## config.mk

```make
export PLATFORM = sky130hd
export DESIGN_NAME = vvs_session_ctrl
export DESIGN_NICKNAME = d
export VERILOG_FILES = /design/src/pkg/vvs_pkg.sv /design/src/pkg/vvs_tmr_if.sv /design/src/logic/vvs_limit_timer.sv /design/src/logic/vvs_session_ctrl.sv
export SDC_FILE = /design/constraint.sdc
export NUM_CORES = 1
export LEC_CHECK = 0
export BUFFER_PORTS_ARGS = -buffer_cell sky130_fd_sc_hd__clkbuf_2
export CAP_MARGIN = 5
export CORE_UTILIZATION = 43
export CTS_CLUSTER_SIZE = 10
export DETAILED_ROUTE_END_ITERATION = 8
export PLACE_DENSITY = 0.76
export SYNTH_ARGS = -nofsm -noshare
export SYNTH_HDL_FRONTEND = slang
export SYNTH_SLANG_ARGS = --single-unit
```

## constraint.sdc

```tcl
create_clock -name core_clk_i -period 2.25 [get_ports core_clk_i]
set_input_delay 0.225 -clock core_clk_i [delete_from_list [all_inputs] [get_ports core_clk_i]]
set_output_delay 0.225 -clock core_clk_i [all_outputs]
set_load 0.05 [all_outputs]
```

## src/pkg/vvs_pkg.sv

```systemverilog
`default_nettype none
package vvs_pkg;
  // clock and timing
  localparam int unsigned CLK_PERIOD_NS = 8;
  localparam int unsigned TRIG_LOW_NS   = 1000;
  // least time, so round up to whole cycles
  localparam int unsigned TRIG_LOW_CYC  = (TRIG_LOW_NS + CLK_PERIOD_NS - 1) / CLK_PERIOD_NS;
  localparam int unsigned TRIG_CNT_W    = 8;
  localparam logic [TRIG_CNT_W-1:0] TRIG_LAST = TRIG_CNT_W'(TRIG_LOW_CYC - 1);
  // session limit, counted in system ticks
  localparam int unsigned TICK_PERIOD_MS      = 10;
  localparam int unsigned SESSION_LIMIT_MIN   = 15;
  localparam int unsigned SESSION_LIMIT_TICKS = SESSION_LIMIT_MIN * 60 * 1000 / TICK_PERIOD_MS;
  localparam int unsigned TMR_W               = 32;
  // configuration codes
  localparam logic [3:0]  AUX_SEL_VOICE    = 4'h3;
  localparam logic [6:0]  RELAY_SEL_VOICE  = 7'h3C;
  localparam logic [4:0]  ZONE5_RESP_VOICE = 5'h0A;
  localparam logic [11:0] HOLD_NOTICE_CODE = 12'h606;
  // reset values
  localparam logic TRIG_IDLE = 1'b1;
  // sequencer states, gray along idle-notice-trigger-active
  typedef enum logic [2:0] {
    VVS_IDLE   = 3'h0,
    VVS_NOTICE = 3'h1,
    VVS_TRIG   = 3'h3,
    VVS_ACTIVE = 3'h2,
    VVS_FIRE   = 3'h6
  } vvs_state_t;
endpackage : vvs_pkg
`default_nettype wire

```

## src/pkg/vvs_tmr_if.sv

```systemverilog
`timescale 1ns/1ns
`default_nettype none
interface vvs_tmr_if;
  logic clear;
  logic run;
  logic expired;
  modport ctrl (output clear, output run, input expired);
  modport tmr  (input clear, input run, output expired);
endinterface : vvs_tmr_if
`default_nettype wire

```

## src/logic/vvs_limit_timer.sv

```systemverilog
`timescale 1ns/1ns
`default_nettype none
module vvs_limit_timer #(
  parameter int unsigned LIMIT_TICKS = vvs_pkg::SESSION_LIMIT_TICKS
) (
  // clock and reset
  input  wire logic core_clk_i,
  input  wire logic rst_n_i,
  // system tick
  input  wire logic sys_tick_i,
  // control side
  vvs_tmr_if.tmr    tmr
);
  localparam logic [vvs_pkg::TMR_W-1:0] LAST = vvs_pkg::TMR_W'(LIMIT_TICKS - 1);

  logic [vvs_pkg::TMR_W-1:0] cnt_ff;
  logic [vvs_pkg::TMR_W-1:0] nxt_cnt;
  logic                      exp_ff;
  logic                      nxt_exp;

  // count ticks while a session runs; a clear restarts the window
  always_comb begin
    nxt_cnt = cnt_ff;
    nxt_exp = exp_ff;
    if (tmr.clear) begin
      nxt_cnt = '0;
      nxt_exp = 1'b0;
    end else if (tmr.run && sys_tick_i && !exp_ff) begin
      nxt_cnt = cnt_ff + 1'b1;
      nxt_exp = (cnt_ff == LAST);
    end
  end

  always_ff @(posedge core_clk_i or negedge rst_n_i) begin
    if (!rst_n_i) begin
      cnt_ff <= '0;
      exp_ff <= 1'b0;
    end else begin
      cnt_ff <= nxt_cnt;
      exp_ff <= nxt_exp;
    end
  end

  assign tmr.expired = exp_ff;
endmodule : vvs_limit_timer
`default_nettype wire

```

## src/logic/vvs_session_ctrl.sv

```systemverilog
// Notes on behaviour
// - only works when alarms go to primary
// - trigger after alarm session to primary completes
// - event-code format sends hold notice 606 first
// - hand line over, keep station call up
// - mute sirens and tones while unit active
// - restore keypad tones at session end
// - restore sirens only before alarm timeout
// - force end after fifteen minutes
// - fire alarm: drop call, report, retrigger
// - hold other reports until session ends
// - trigger is a falling edge
// - zone five input marks session active
// - zone five type ten, silence option on
// - aux output select 3 or relay 60
`timescale 1ns/1ns
`default_nettype none
module vvs_session_ctrl #(
  parameter int unsigned LIMIT_TICKS = vvs_pkg::SESSION_LIMIT_TICKS
) (
  // clock, reset, tick
  input  wire logic        core_clk_i,
  input  wire logic        reset_n_i,
  input  wire logic        sys_tick_i,
  // configuration
  input  wire logic        alarm_to_primary_i,
  input  wire logic        event_code_fmt_i,
  input  wire logic        silence_opt_i,
  input  wire logic [4:0]  zone5_resp_i,
  input  wire logic [3:0]  aux_func_sel_i,
  input  wire logic [6:0]  relay_start_sel_i,
  input  wire logic [6:0]  relay_stop_sel_i,
  // dialer
  input  wire logic        rpt_session_done_i,
  input  wire logic        rpt_had_alarm_i,
  input  wire logic        notice_ack_i,
  input  wire logic        fire_alarm_i,
  input  wire logic        fire_rpt_ack_i,
  input  wire logic        alarm_timeout_i,
  output logic             hold_line_notice_req_o,
  output logic [11:0]      hold_line_notice_code_o,
  output logic             fire_rpt_req_o,
  output logic             hold_reports_o,
  // line and voice_verify_unit
  input  wire logic        zone5_active_i,
  output logic             line_to_voice_o,
  output logic             keep_call_o,
  output logic             aux_trig_o,
  output logic             relay_trig_o,
  output logic             zone5_protect_off_o,
  // sounders
  output logic             siren_mute_o,
  output logic             tone_mute_o
);
  logic [1:0] rst_sync_ff;
  logic       rst_n;

  // reset released through two flops
  always_ff @(posedge core_clk_i or negedge reset_n_i) begin
    if (!reset_n_i) begin
      rst_sync_ff <= 2'h0;
    end else begin
      rst_sync_ff <= {rst_sync_ff[0], 1'b1};
    end
  end
  assign rst_n = rst_sync_ff[1];

  logic zone5_meta_ff;
  logic zone5_ff;
  always_ff @(posedge core_clk_i or negedge rst_n) begin
    if (!rst_n) begin
      zone5_meta_ff <= 1'b0;
      zone5_ff      <= 1'b0;
    end else begin
      zone5_meta_ff <= zone5_active_i;
      zone5_ff      <= zone5_meta_ff;
    end
  end

  vvs_tmr_if tmr_if ();
  vvs_limit_timer #(.LIMIT_TICKS(LIMIT_TICKS)) u_timer (
    .core_clk_i (core_clk_i),
    .rst_n_i    (rst_n),
    .sys_tick_i (sys_tick_i),
    .tmr        (tmr_if.tmr)
  );

  vvs_pkg::vvs_state_t         state_ff, nxt_state;
  logic [vvs_pkg::TRIG_CNT_W-1:0] trig_cnt_ff, nxt_trig_cnt;
  logic seen_ff, nxt_seen;
  logic notice_ff, nxt_notice;
  logic fire_ff, nxt_fire;
  logic hold_ff, nxt_hold;
  logic line_ff, nxt_line;
  logic call_ff, nxt_call;
  logic aux_ff, nxt_aux;
  logic relay_ff, nxt_relay;
  logic siren_ff, nxt_siren;
  logic tone_ff, nxt_tone;
  logic prot_ff, nxt_prot;
  logic feature_ok;
  logic trig_low;
  logic sess_end;

  // feature usable only with alarms to primary, silence option on and zone five type ten
  assign feature_ok = alarm_to_primary_i && silence_opt_i
                    && (zone5_resp_i == vvs_pkg::ZONE5_RESP_VOICE);
  assign sess_end = (seen_ff && !zone5_ff) || tmr_if.expired;
  assign tmr_if.run = (state_ff == vvs_pkg::VVS_ACTIVE);

  // sequencer next state
  always_comb begin
    nxt_state    = state_ff;
    nxt_trig_cnt = trig_cnt_ff;
    nxt_seen     = seen_ff;
    nxt_notice   = notice_ff;
    nxt_fire     = fire_ff;
    nxt_hold     = hold_ff;
    nxt_line     = line_ff;
    nxt_call     = call_ff;
    nxt_siren    = siren_ff;
    nxt_tone     = tone_ff;
    nxt_prot     = feature_ok;
    tmr_if.clear = 1'b0;
    trig_low     = 1'b0;
    case (state_ff)
      vvs_pkg::VVS_IDLE: begin
        if (rpt_session_done_i && rpt_had_alarm_i && feature_ok) begin
          if (event_code_fmt_i) begin
            nxt_state  = vvs_pkg::VVS_NOTICE;
            nxt_notice = 1'b1;
          end else begin
            nxt_state = vvs_pkg::VVS_TRIG;
          end
        end
        // siren stays off until the alarm timeout clears
        if (!alarm_timeout_i) begin
          nxt_siren = 1'b0;
        end
      end
      vvs_pkg::VVS_NOTICE: begin
        if (notice_ack_i) begin
          nxt_notice = 1'b0;
          nxt_state  = vvs_pkg::VVS_TRIG;
        end
      end
      vvs_pkg::VVS_TRIG: begin
        // low pulse gives the unit its falling edge
        trig_low     = 1'b1;
        nxt_trig_cnt = trig_cnt_ff + 1'b1;
        // line to unit, station call held
        nxt_line     = 1'b1;
        nxt_call     = 1'b1;
        nxt_hold     = 1'b1;
        nxt_seen     = 1'b0;
        tmr_if.clear = 1'b1;
        if (trig_cnt_ff == vvs_pkg::TRIG_LAST) begin
          nxt_trig_cnt = '0;
          nxt_state    = vvs_pkg::VVS_ACTIVE;
        end
      end
      vvs_pkg::VVS_ACTIVE: begin
        nxt_seen = seen_ff || zone5_ff;
        if (zone5_ff) begin
          nxt_siren = 1'b1;
          nxt_tone  = 1'b1;
        end
        if (fire_alarm_i) begin
          // drop call and send fire report
          nxt_state = vvs_pkg::VVS_FIRE;
          nxt_line  = 1'b0;
          nxt_call  = 1'b0;
          nxt_fire  = 1'b1;
        end else if (sess_end) begin
          nxt_state = vvs_pkg::VVS_IDLE;
          nxt_line  = 1'b0;
          nxt_call  = 1'b0;
          nxt_hold  = 1'b0;
          nxt_tone  = 1'b0;
          nxt_siren = alarm_timeout_i;
        end
      end
      vvs_pkg::VVS_FIRE: begin
        // other reports stay held while the fire report goes out
        if (fire_rpt_ack_i) begin
          nxt_fire = 1'b0;
          nxt_state  = event_code_fmt_i ? vvs_pkg::VVS_NOTICE : vvs_pkg::VVS_TRIG;
          nxt_notice = event_code_fmt_i;
        end
      end
      default: begin
        nxt_state = vvs_pkg::VVS_IDLE;
      end
    endcase
    // route trigger to aux output or relay
    nxt_aux   = !(trig_low && (aux_func_sel_i == vvs_pkg::AUX_SEL_VOICE));
    nxt_relay = trig_low && (relay_start_sel_i == vvs_pkg::RELAY_SEL_VOICE)
                && (relay_stop_sel_i == vvs_pkg::RELAY_SEL_VOICE);
  end

  // sequencer registers
  always_ff @(posedge core_clk_i or negedge rst_n) begin
    if (!rst_n) begin
      state_ff    <= vvs_pkg::VVS_IDLE;
      trig_cnt_ff <= '0;
      seen_ff     <= 1'b0;
      notice_ff   <= 1'b0;
      fire_ff     <= 1'b0;
      hold_ff     <= 1'b0;
      line_ff     <= 1'b0;
      call_ff     <= 1'b0;
      aux_ff      <= vvs_pkg::TRIG_IDLE;
      relay_ff    <= 1'b0;
      siren_ff    <= 1'b0;
      tone_ff     <= 1'b0;
      prot_ff     <= 1'b0;
    end else begin
      state_ff    <= nxt_state;
      trig_cnt_ff <= nxt_trig_cnt;
      seen_ff     <= nxt_seen;
      notice_ff   <= nxt_notice;
      fire_ff     <= nxt_fire;
      hold_ff     <= nxt_hold;
      line_ff     <= nxt_line;
      call_ff     <= nxt_call;
      aux_ff      <= nxt_aux;
      relay_ff    <= nxt_relay;
      siren_ff    <= nxt_siren;
      tone_ff     <= nxt_tone;
      prot_ff     <= nxt_prot;
    end
  end

  // outputs straight from flops, except the notice code, which is a constant
  assign hold_line_notice_req_o  = notice_ff;
  assign hold_line_notice_code_o = vvs_pkg::HOLD_NOTICE_CODE;
  assign fire_rpt_req_o          = fire_ff;
  assign hold_reports_o          = hold_ff;
  assign line_to_voice_o         = line_ff;
  assign keep_call_o             = call_ff;
  assign aux_trig_o              = aux_ff;
  assign relay_trig_o            = relay_ff;
  assign zone5_protect_off_o     = prot_ff;
  assign siren_mute_o            = siren_ff;
  assign tone_mute_o             = tone_ff;
endmodule : vvs_session_ctrl
`default_nettype wire

```

# Word-level counts from Yosys, hierarchy flattened
# Index checks and enable logic that the tools add are counted.
# op_classes
n_reduce_logical	27
addsub	2
eq_ne	20
mux	36
# ops
operator	n
32-bit 2-to-1 mux	2
32-bit by 1-bit adder with 32-bit output, second input constant	1
32-bit by 17-bit equality test with 1-bit output, second input constant	1
1-bit 2-to-1 mux	19
3-bit 2-to-1 mux	6
2-bit != test, second input constant	9
3-bit one-hot mux with 5 select lines	1
7-bit by 6-bit equality test with 1-bit output, second input constant	2
1-bit logical AND	10
1-bit one-hot mux with 2 select lines	5
5-bit AND reduction	2
8-bit by 1-bit adder with 8-bit output, second input constant	1
8-bit by 7-bit equality test with 1-bit output, second input constant	1
8-bit 2-to-1 mux	1
2-bit nonzero test	4
3-bit by 2-bit equality test with 1-bit output, second input constant	2
3-bit AND reduction	2
5-bit by 4-bit equality test with 1-bit output, second input constant	1
4-bit by 2-bit equality test with 1-bit output, second input constant	1
2-bit AND reduction	2
3-bit by 1-bit equality test with 1-bit output, second input constant	1
3-bit equality test, second input constant	1
1-bit logical NOT	3
3-bit logical NOT	1
5 further kinds	6
# totals
reg_bits	58
input_bits	36

# Depth between registers and ports, before layout
# Gate-level depths: netlist (run 1).
# depth
word_depth	6
mapped_depth	7
mapped_depth_nobuf	6

# Cells and area by module
# A second synthesis (run 1) with hierarchy kept.
# unflattened
cells_unflattened	339
hier_area_um2	3233.1
# modules_own_cells
module	cells_each	area_per_inst_um2	instances	seq_area_each_um2
vvs_limit_timer	200	1870.5	1	825.8
vvs_session_ctrl	139	1362.6	1	626.9

# Worst setup path before layout (run 1)
# No wires, ideal clock.
# synth_timing
path_type	reg-to-reg
from	register state_ff[2]
to	register u_timer.cnt_ff[26] in the netlist's numbering
period_less_slack_ps	2088
arrival_ps	2010
setup_ps	78
path_buffers	2
t_required_ps	2172
path_slack_ps	162
path_stages_with_launch	7
cell_sequence	dfrtp_1 > nand4bb_1 > buf_2 > or4_1 > buf_2 > or4_1 > a21oi_1
# synth_via
elab_chain_cells	4
word_cells_on_any_way	7
cone_classes	eq/ne: 2; mux: 2; reduce/logical: 3
# synth_rtl
element	line_no	source
start, declared	vvs_session_ctrl.sv:88	vvs_pkg::vvs_state_t state_ff, nxt_state;
start signal, assigned	vvs_session_ctrl.sv:204	state_ff <= vvs_pkg::VVS_IDLE;
start signal, assigned	vvs_session_ctrl.sv:218	state_ff <= nxt_state;
3-bit by 2-bit equality test with 1-bit output	vvs_session_ctrl.sv:109	assign tmr_if.run = (state_ff == vvs_pkg::VVS_ACTIVE);
1-bit logical AND (2 in series)	vvs_limit_timer.sv:28	end else if (tmr.run && sys_tick_i && !exp_ff) begin
2-bit nonzero test (no line)	--	
end signal, assigned	vvs_limit_timer.sv:39	cnt_ff <= nxt_cnt;
end, declared	vvs_limit_timer.sv:16	logic [vvs_pkg::TMR_W-1:0] cnt_ff;
# Several ways; a longest one is shown, not always the timed one.
# A chain may end at the register's enable or synchronous reset.

# Worst setup path in the final report (run 1)
# layout_timing
from	register state_ff[2]
to	register u_timer.cnt_ff[30] in the netlist's numbering
# The elaborated chain is that of the path after synthesis.

==> metrics, run 1 <==
# diodes=0; fraction of layout cells with a size suffix above 1=20.54%; number of synthesized flops with an enable pin=0; Mapped Area=0.003201 mm^2; Final Max Tran Viols=0; drc violations=0; delay-heaviest family, CP=simple AND/OR/NAND/NOR gates; leakage power=1.639 nW; Final GP Congestion=0.8389; global route overflow=0; largest family of logic cells by synthesized area=simple AND/OR/NAND/NOR gates; DR iter-0 viols=111; Num CTS Buffers=9; startpoint types=flip-flop; Synth top area share=44.57%; clock slew at reported path FFs=0.06 ns; Max-slew headroom=66.07%; crit path time final=2.154 ns; compound-gate portion of the synthesized area=11.18%; number of global-route vias before repair=2566; final wirelength=6.587 mm; Synth Area in Simple Gates=28.03%; clock root buffer=clkbuf_8; #FFs+latches synth=58; CTS tree=built; die area=0.007792 mm^2; Slew @ Worst Pin=0.5089 ns; Setup Fix Bufs, Post-CTS=0; Avg Inst Size Synth=9.171 um^2; drt pass-1 iters=4; max-cap violations=0; Psw=0.001400 W; sw frac=38.63%; HPWL after DPL=4.641 mm; Cell Chain, Critical Path=nand4bb_2 > or4_4 > or4_1 > a21oi_1; peak supply drop=0.9701 mV; Core Region=0.007214 mm^2; multi-input logic area=0.001590 mm^2; Longest Clk Path Bufs=2; depth of the worst register-to-register path=4; Post-Syn Instances=349; WP data arrival=2.41 ns; GRT Util Overall=18.29%; Worst setup EP type=flip-flop; Largest stage delay, worst path=0.66 ns; Via Count=2754; Synth cell types=46; Crit path depth=4; Final nets=443; synth warn=0; Post-Synth XOR/XNOR Area=2.737%; crit path buf inv count=0; first-pass GRT wire length=11.04 mm; RSZ-0062 raised after global routing=yes; Reg power frac=36.4%; Die X=88.28 um; later-pin clock latency in the skew report=0.34 ns; hold depth=2; final hold vios=0; final cell count without fillers=508; register area share after synthesis=45.39%; Comb power frac=36.1%; hold slack=0.04296 ns; PD cells=954.1 mW/mm^2; ranking of synthesized cells by area=dfrtp_1 (45%), nand2_1 (3.9%), mux2i_1 (3.8%); detailed-route vias per instance=5.421; async set-reset flop share out of synthesis=100.0%; # rows=31; Layout Skew=0.006919 ns; Layout area overhead=18.69%; mux cell area share after synthesis=4.457%; per-cell routed wire length=12.97 um; crit-path max FO=13; adder-cell share of the synthesized area=1.173%; ANT nets after route=0; Reg area=0.001454 mm^2; cell count after placement=490; Clk pwr share=27.5%; # fillers=673; Slowest cell on crit path=or4_4; Setup CP Type=flip-flop to flip-flop; IO Pins=58; Top FF cell, synth=dfrtp_1; # clock sinks=58; Starting Density=44.36%; Die H=88.28 um; setup violators final=0; fmax=464.3 MHz; initial antenna violation count=0; status=finished, final reports clean; HP Class=input port to flip-flop; Internal=0.002224 W; CTS H-tree lvls=3; fin crit share=95.73%; Worst EP required=2.51 ns; largest net degree at the start of global routing=36; PortBufs=45; cell taking the most area after synthesis=dfrtp_1
-- cell type report --
| cell class | count | share of cell area [%] |
|---|---|---|
| Multi-Input combinational cell | 260 | 41.86 |
| Timing Repair Buffer | 63 | 9.947 |
| Inverter | 12 | 1.186 |
| Clock inverter | 2 | 0.9223 |
| Tap cell | 99 | 3.261 |
| Sequential cell | 58 | 38.27 |
| Clock buffer | 14 | 4.545 |
-- routing by layer --
| layer | up-vias | wire length, um | share of wire (%) | GRT usage [%] |
|---|---|---|---|---|
| li1 | 1345 | - | - | - |
| met1 | 1335 | 2943 | 45 | 21.75 |
| met2 | 66 | 3305 | 50 | 30.91 |
| met3 | 8 | 281 | 4.3 | 6.250 |
| met4 | 0 | 58 | 0.88 | 6.452 |
| met5 | - | 0 | 0 | 0 |
-- synthesized netlist by cell type (all sizes together) (2+ instances only) --
| cell type | number |
|---|---|
| xnor2 | 8 |
| nor2b | 6 |
| nand3b | 3 |
| or3 | 6 |
| a2111oi | 2 |
| dfrtp | 57 |
| clkbuf | 11 |
| nand4 | 13 |
| mux2 | 2 |
| nor3 | 8 |
| nand3 | 17 |
| and3b | 3 |
| o31ai | 9 |
| nor2 | 25 |
| nand2b | 10 |
| nor4b | 3 |
| or4 | 12 |
| nor4bb | 2 |
| inv | 12 |
| o211ai | 2 |
| mux2i | 12 |
| nand2 | 33 |
| xor2 | 2 |
| and3 | 2 |
| and4 | 4 |
| conb | 2 |
| nor4 | 9 |
| o21ai | 18 |
| ha | 3 |
| a21oi | 22 |
| nand4bb | 2 |
| buf | 19 |
-- final timing paths --
check / startpoint / end / slack, ns
min reg2reg: rst_sync_ff[1]$_DFF_PN0_ / zone5_protect_off_o$_DFF_PN0_ / 0.24
max reg2reg: state_ff[2]$_DFFE_PN0P_ / u_timer.cnt_ff[30]$_DFFE_PN0P_ / 0.1
min in group asynchronous: reset_n_i / rst_sync_ff[1]$_DFF_PN0_ / 0.20
max in group asynchronous: rst_sync_ff[1]$_DFF_PN0_ / aux_trig_o$_DFF_PN1_ / 1.38
min: aux_func_sel_i[0] / aux_trig_o$_DFF_PN1_ / 0.04
max: state_ff[2]$_DFFE_PN0P_ / u_timer.cnt_ff[30]$_DFFE_PN0P_ / 0.1
-- placed cells by master (no fill, tap or decap), types with 2 or more instances in the layout --
cell type,count
dfrtp_1,56
clkbuf_2,45
nand2_1,33
nor2_1,25
a21oi_1,22
o21ai_0,18
nand3_1,17
buf_4,15
nand4_1,13
conb_1,13
inv_1,12
mux2i_1,12
clkbuf_8,12
nand2b_1,10
or4_1,10
o31ai_1,9
xnor2_1,8
nor3_1,8
nor4_1,7
or3_1,6
nor2b_1,6
and4_1,4
nand3b_1,3
and3b_1,3
nor4b_1,3
ha_1,3
and3_1,2
or4_4,2
nor4bb_1,2
xor2_1,2
a2111oi_0,2
o211ai_1,2
mux2_2,2
nor4_2,2
clkbuf_1,2
dlygate4sd3_1,2
-- flip-flops by register name, indices dropped and copies added, names as in the netlist, 2 cells and up --
| name | count |
|---|---|
| state_ff | 3 |
| u_timer.cnt_ff | 32 |
| trig_cnt_ff | 8 |
| rst_sync_ff | 2 |
-- cell families after synthesis --
group | Yosys count
buffers and inverters | 42
AND/OR/NAND/NOR | 160
adder cells (fa/ha/maj) | 3
flip-flops | 58
other | 2
XOR/XNOR | 10
multiplexers | 14
AO/OA/AOI/OAI | 60
-- metrics by stage --
stage / total power, W / util, % / area, um^2 / worst slack [ns] / setup TNS [ns]
final: 0.003624 / 52.65 / 3799 / 0.09614 / 0
after CTS: 0.003644 / 52.45 / 3784 / 0.09331 / 0
after detailed placement: 0.002634 / 49.24 / 3552 / -0.03717 / -0.07231
after global placement: 0.002584 / 49.24 / 3552 / 0.08721 / 0
after global routing: 0.003850 / 52.65 / 3799 / -0.01548 / -0.02009
after floorplan: 0.002304 / - / 3242 / 0.1617 / 0
-- worst register-to-register path, cell delays in order (launching register included) --
cell	delay, ns
dfrtp_1	0.38
nand4bb_2	0.33
or4_4	0.66
or4_1	0.54
a21oi_1	0.16
-- timing repair --
item / in CTS / in global routing
setup endpoints to repair: 7 / 6
hold buffers: 2 / 0
gates resized for setup: 1 / 3
hold endpoints to repair: 3 / 0
-- power groups by stage --
stage	registers (W)	logic [W]	clock network (W)
2_1_floorplan	0.00149	0.000810	0
3_3_place_gp	0.00133	0.00126	0
3_5_place_dp	0.00133	0.00130	0
4_1_cts	0.00132	0.00131	0.00102
5_1_grt	0.00135	0.00145	0.00106
6_report	0.00132	0.00131	0.000996
Power figures use the tool's default switching activity.
==> inputs of run 2 (changes only) <==
--- a/config.mk
+++ b/config.mk
@@ -5,12 +5,14 @@
 export SDC_FILE = /design/constraint.sdc
 export NUM_CORES = 1
 export LEC_CHECK = 0
-export BUFFER_PORTS_ARGS = -buffer_cell sky130_fd_sc_hd__clkbuf_2
+export ABC_AREA = 1
 export CAP_MARGIN = 5
 export CORE_UTILIZATION = 43
 export CTS_CLUSTER_SIZE = 10
 export DETAILED_ROUTE_END_ITERATION = 8
-export PLACE_DENSITY = 0.76
+export DONT_BUFFER_PORTS = 1
+export PLACE_DENSITY = 0.7
+export RECOVER_POWER = 25
 export SYNTH_ARGS = -nofsm -noshare
 export SYNTH_HDL_FRONTEND = slang
 export SYNTH_SLANG_ARGS = --single-unit
==> run 2 against run 1 <==
Clock power grew 32%. Register-to-register slack gained 0.37 ns. Combinational power shrank 21%. First-iteration DRC count grew 87%. Hold slack lost 0.032 ns. Via count grew 9.7%. Largest cell class unchanged. Total power grew 5.0%. Die area grew 7.3%.
==> metrics, run 2 <==
crit path time final=1.782 ns; status=finished, final reports clean; Mapped Area=0.003440 mm^2; Synth top cells by count=nand2_1 (123), nor2_1 (100), inv_1 (62), dfrtp_1 (57), nand3_1 (36); Synth top area share=41.47%; crit-path max FO=13; largest registers in the final layout=u_timer.cnt_ff x32, trig_cnt_ff x8, state_ff x3; # clock sinks=58; Layout area overhead=11.20%; first-pass GRT wire length=12.51 mm; later-pin clock latency in the skew report=0.34 ns; launching point of the worst reg2reg path=state_ff[1]$_DFFE_PN0P_; # diodes=0; Worst setup EP type=flip-flop; start point of the worst hold path=fire_rpt_ack_i; CP startpoint=state_ff[1]$_DFFE_PN0P_; startpoint types=flip-flop; Post-Syn Instances=487; Setup TNS Final=0 ns; Layout Skew=0.007608 ns; global route overflow=0; CTS-repair resized insts=0; final hold vios=0; Clk pwr share=34.5%; drc violations=0; Psw=0.001416 W; HP Class=input port to flip-flop; largest net degree at the start of global routing=57; Final Max Tran Viols=0; number of synthesized flops with an enable pin=0; Final nets=539; fin crit share=79.22%; Num CTS Buffers=9; Worst EP required=2.52 ns; hold depth=1; Max-slew headroom=6.103%; max reg flops=32; clock slew at reported path FFs=0.06 ns; HPWL after DPL=5.294 mm; Reg power frac=38.2%; clock root buffer=clkbuf_8; PortBufs=0; detailed-route vias per instance=4.977; DR iter-0 viols=208; Longest Clk Path Bufs=2; Starting Density=44.51%; # fillers=757; ranking of synthesized cells by area=dfrtp_1 (41%), nand2_1 (13%), nor2_1 (11%); fmax=561.0 MHz; peak supply drop=0.3487 mV; dpl cell area=0.003511 mm^2; most common cell in the netlist=nand2_1; Top FF cell, synth=dfrtp_1; Core Region=0.007727 mm^2; Slew @ Worst Pin=1.408 ns; Setup CP Type=flip-flop to flip-flop; ANT nets after route=0; leakage power=1.887 nW; most frequent cells in the layout=nand2_1 (123), nor2_1 (100), inv_1 (62); GRT Util Overall=18.96%; Die H=91.44 um; CTS tree=built; Avg Inst Size Synth=7.063 um^2; Synth cell types=34; register area share after synthesis=42.23%; setup violators final=0; CTS H-tree lvls=3; hold slack=0.01069 ns; Final GP Congestion=0.8548; RSZ-0062 raised after global routing=no; Biggest register=u_timer.cnt_ff; WP data arrival=2.05 ns; commonest non-fill, non-tap cell in the layout=nand2_1; initial antenna violation count=0; max-cap violations=0; cell taking the most area after synthesis=dfrtp_1; fraction of layout cells with a size suffix above 1=7.921%; depth of the worst register-to-register path=8; Internal=0.002388 W; drt pass-1 iters=4; async set-reset flop share out of synthesis=100.0%; final wirelength=7.272 mm; # rows=32; Hold EP=state_ff[2]$_DFFE_PN0P_; Via Count=3021; IO Pins=58; R2R Path End=u_timer.cnt_ff[21]$_DFFE_PN0P_; sw frac=37.21%; die area=0.008360 mm^2; Final Cell Area=0.003825 mm^2; number of global-route vias before repair=2830; PD cells=994.5 mW/mm^2; synth warn=0; per-cell routed wire length=11.98 um; R2R Setup Slk=0.47 ns; Comb power frac=27.3%; Die X=91.44 um; #FFs+latches synth=58
-- run 2: changes by cell type after synthesis, sizes merged, moves of 10 or more --
cell,delta
mux2i,-12
inv,+51
or4,-12
nand2,+91
nand2b,-10
nand3,+20
nor2,+87
clkbuf,-11
-- run 2: cell families after synthesis --
logic type	synth area share, %
simple gates	39.32
fa+ha+maj	1.091
compound gates	6.002
other cells	0.2183
xor+xnor	0.5094
flops	42.23
buf+inv	10.62
-- run 2: worst max-delay path by stage --
stage	to
6_report	u_timer.cnt_ff[21]$_DFFE_PN0P_
5_1_grt	u_timer.cnt_ff[24]$_DFFE_PN0P_
2_1_floorplan	fire_rpt_req_o$_DFFE_PN0P_
3_5_place_dp	u_timer.cnt_ff[21]$_DFFE_PN0P_
4_1_cts	u_timer.cnt_ff[21]$_DFFE_PN0P_
3_3_place_gp	u_timer.cnt_ff[27]$_DFFE_PN0P_
-- run 2: through the flow --
stage	setup slack [ns]	std cells	utilization, %	total power (W)
after floorplan	0.5174	498	-	0.002319
after global placement	0.5707	586	45.43	0.002464
after detailed placement	0.4801	586	45.43	0.002504
after CTS	0.4683	607	49.53	0.003829
after global routing	0.3301	607	49.50	0.004038
final	0.4676	607	49.50	0.003804
-- run 2: power groups by stage --
stage | logic, W | registers (W) | clock network [W]
after floorplan | 0.000829 | 0.00149 | 0
after global placement | 0.000999 | 0.00147 | 0
after detailed placement | 0.00103 | 0.00147 | 0
after CTS | 0.00104 | 0.00145 | 0.00133
after global routing | 0.00119 | 0.00148 | 0.00137
final | 0.00104 | 0.00145 | 0.00131
-- run 2: layout make-up --
type / count / area, um^2 / area share [%]
clock buffer: 11 / 141.4 / 3.696
sequential: 58 / 1454 / 38.01
timing repair buffer: 9 / 77.57 / 2.028
tap: 102 / 127.6 / 3.337
inverter: 63 / 236.5 / 6.183
multi-input combinational: 359 / 1663 / 43.47
clock inverter: 5 / 125.1 / 3.271
-- run 2: per-layer routing --
metal | track usage [%] | vias up | part of all wire, %
li1 | - | 1536 | -
met1 | 23.41 | 1383 | 46
met2 | 31.70 | 93 | 47
met3 | 2.931 | 9 | 5.8
met4 | 10.19 | 0 | 1.5
met5 | 0 | - | 0
-- run 2: what timing repair did --
action / 4_1_cts / 5_1_grt
hold buffers: 5 / 0
buffers inserted: 0 / 0
endpoints found under the hold margin: 5 / 0
setup endpoints to repair: 0 / 0
-- run 2: worst max-delay path, cell delays in order, from the launching register on --
cell,delay [ns]
dfrtp_1,0.42
inv_2,0.08
nor2_4,0.14
nand4_4,0.34
inv_1,0.35
nand3_1,0.14
nand2_1,0.08
nand2_1,0.04
nor2_1,0.10
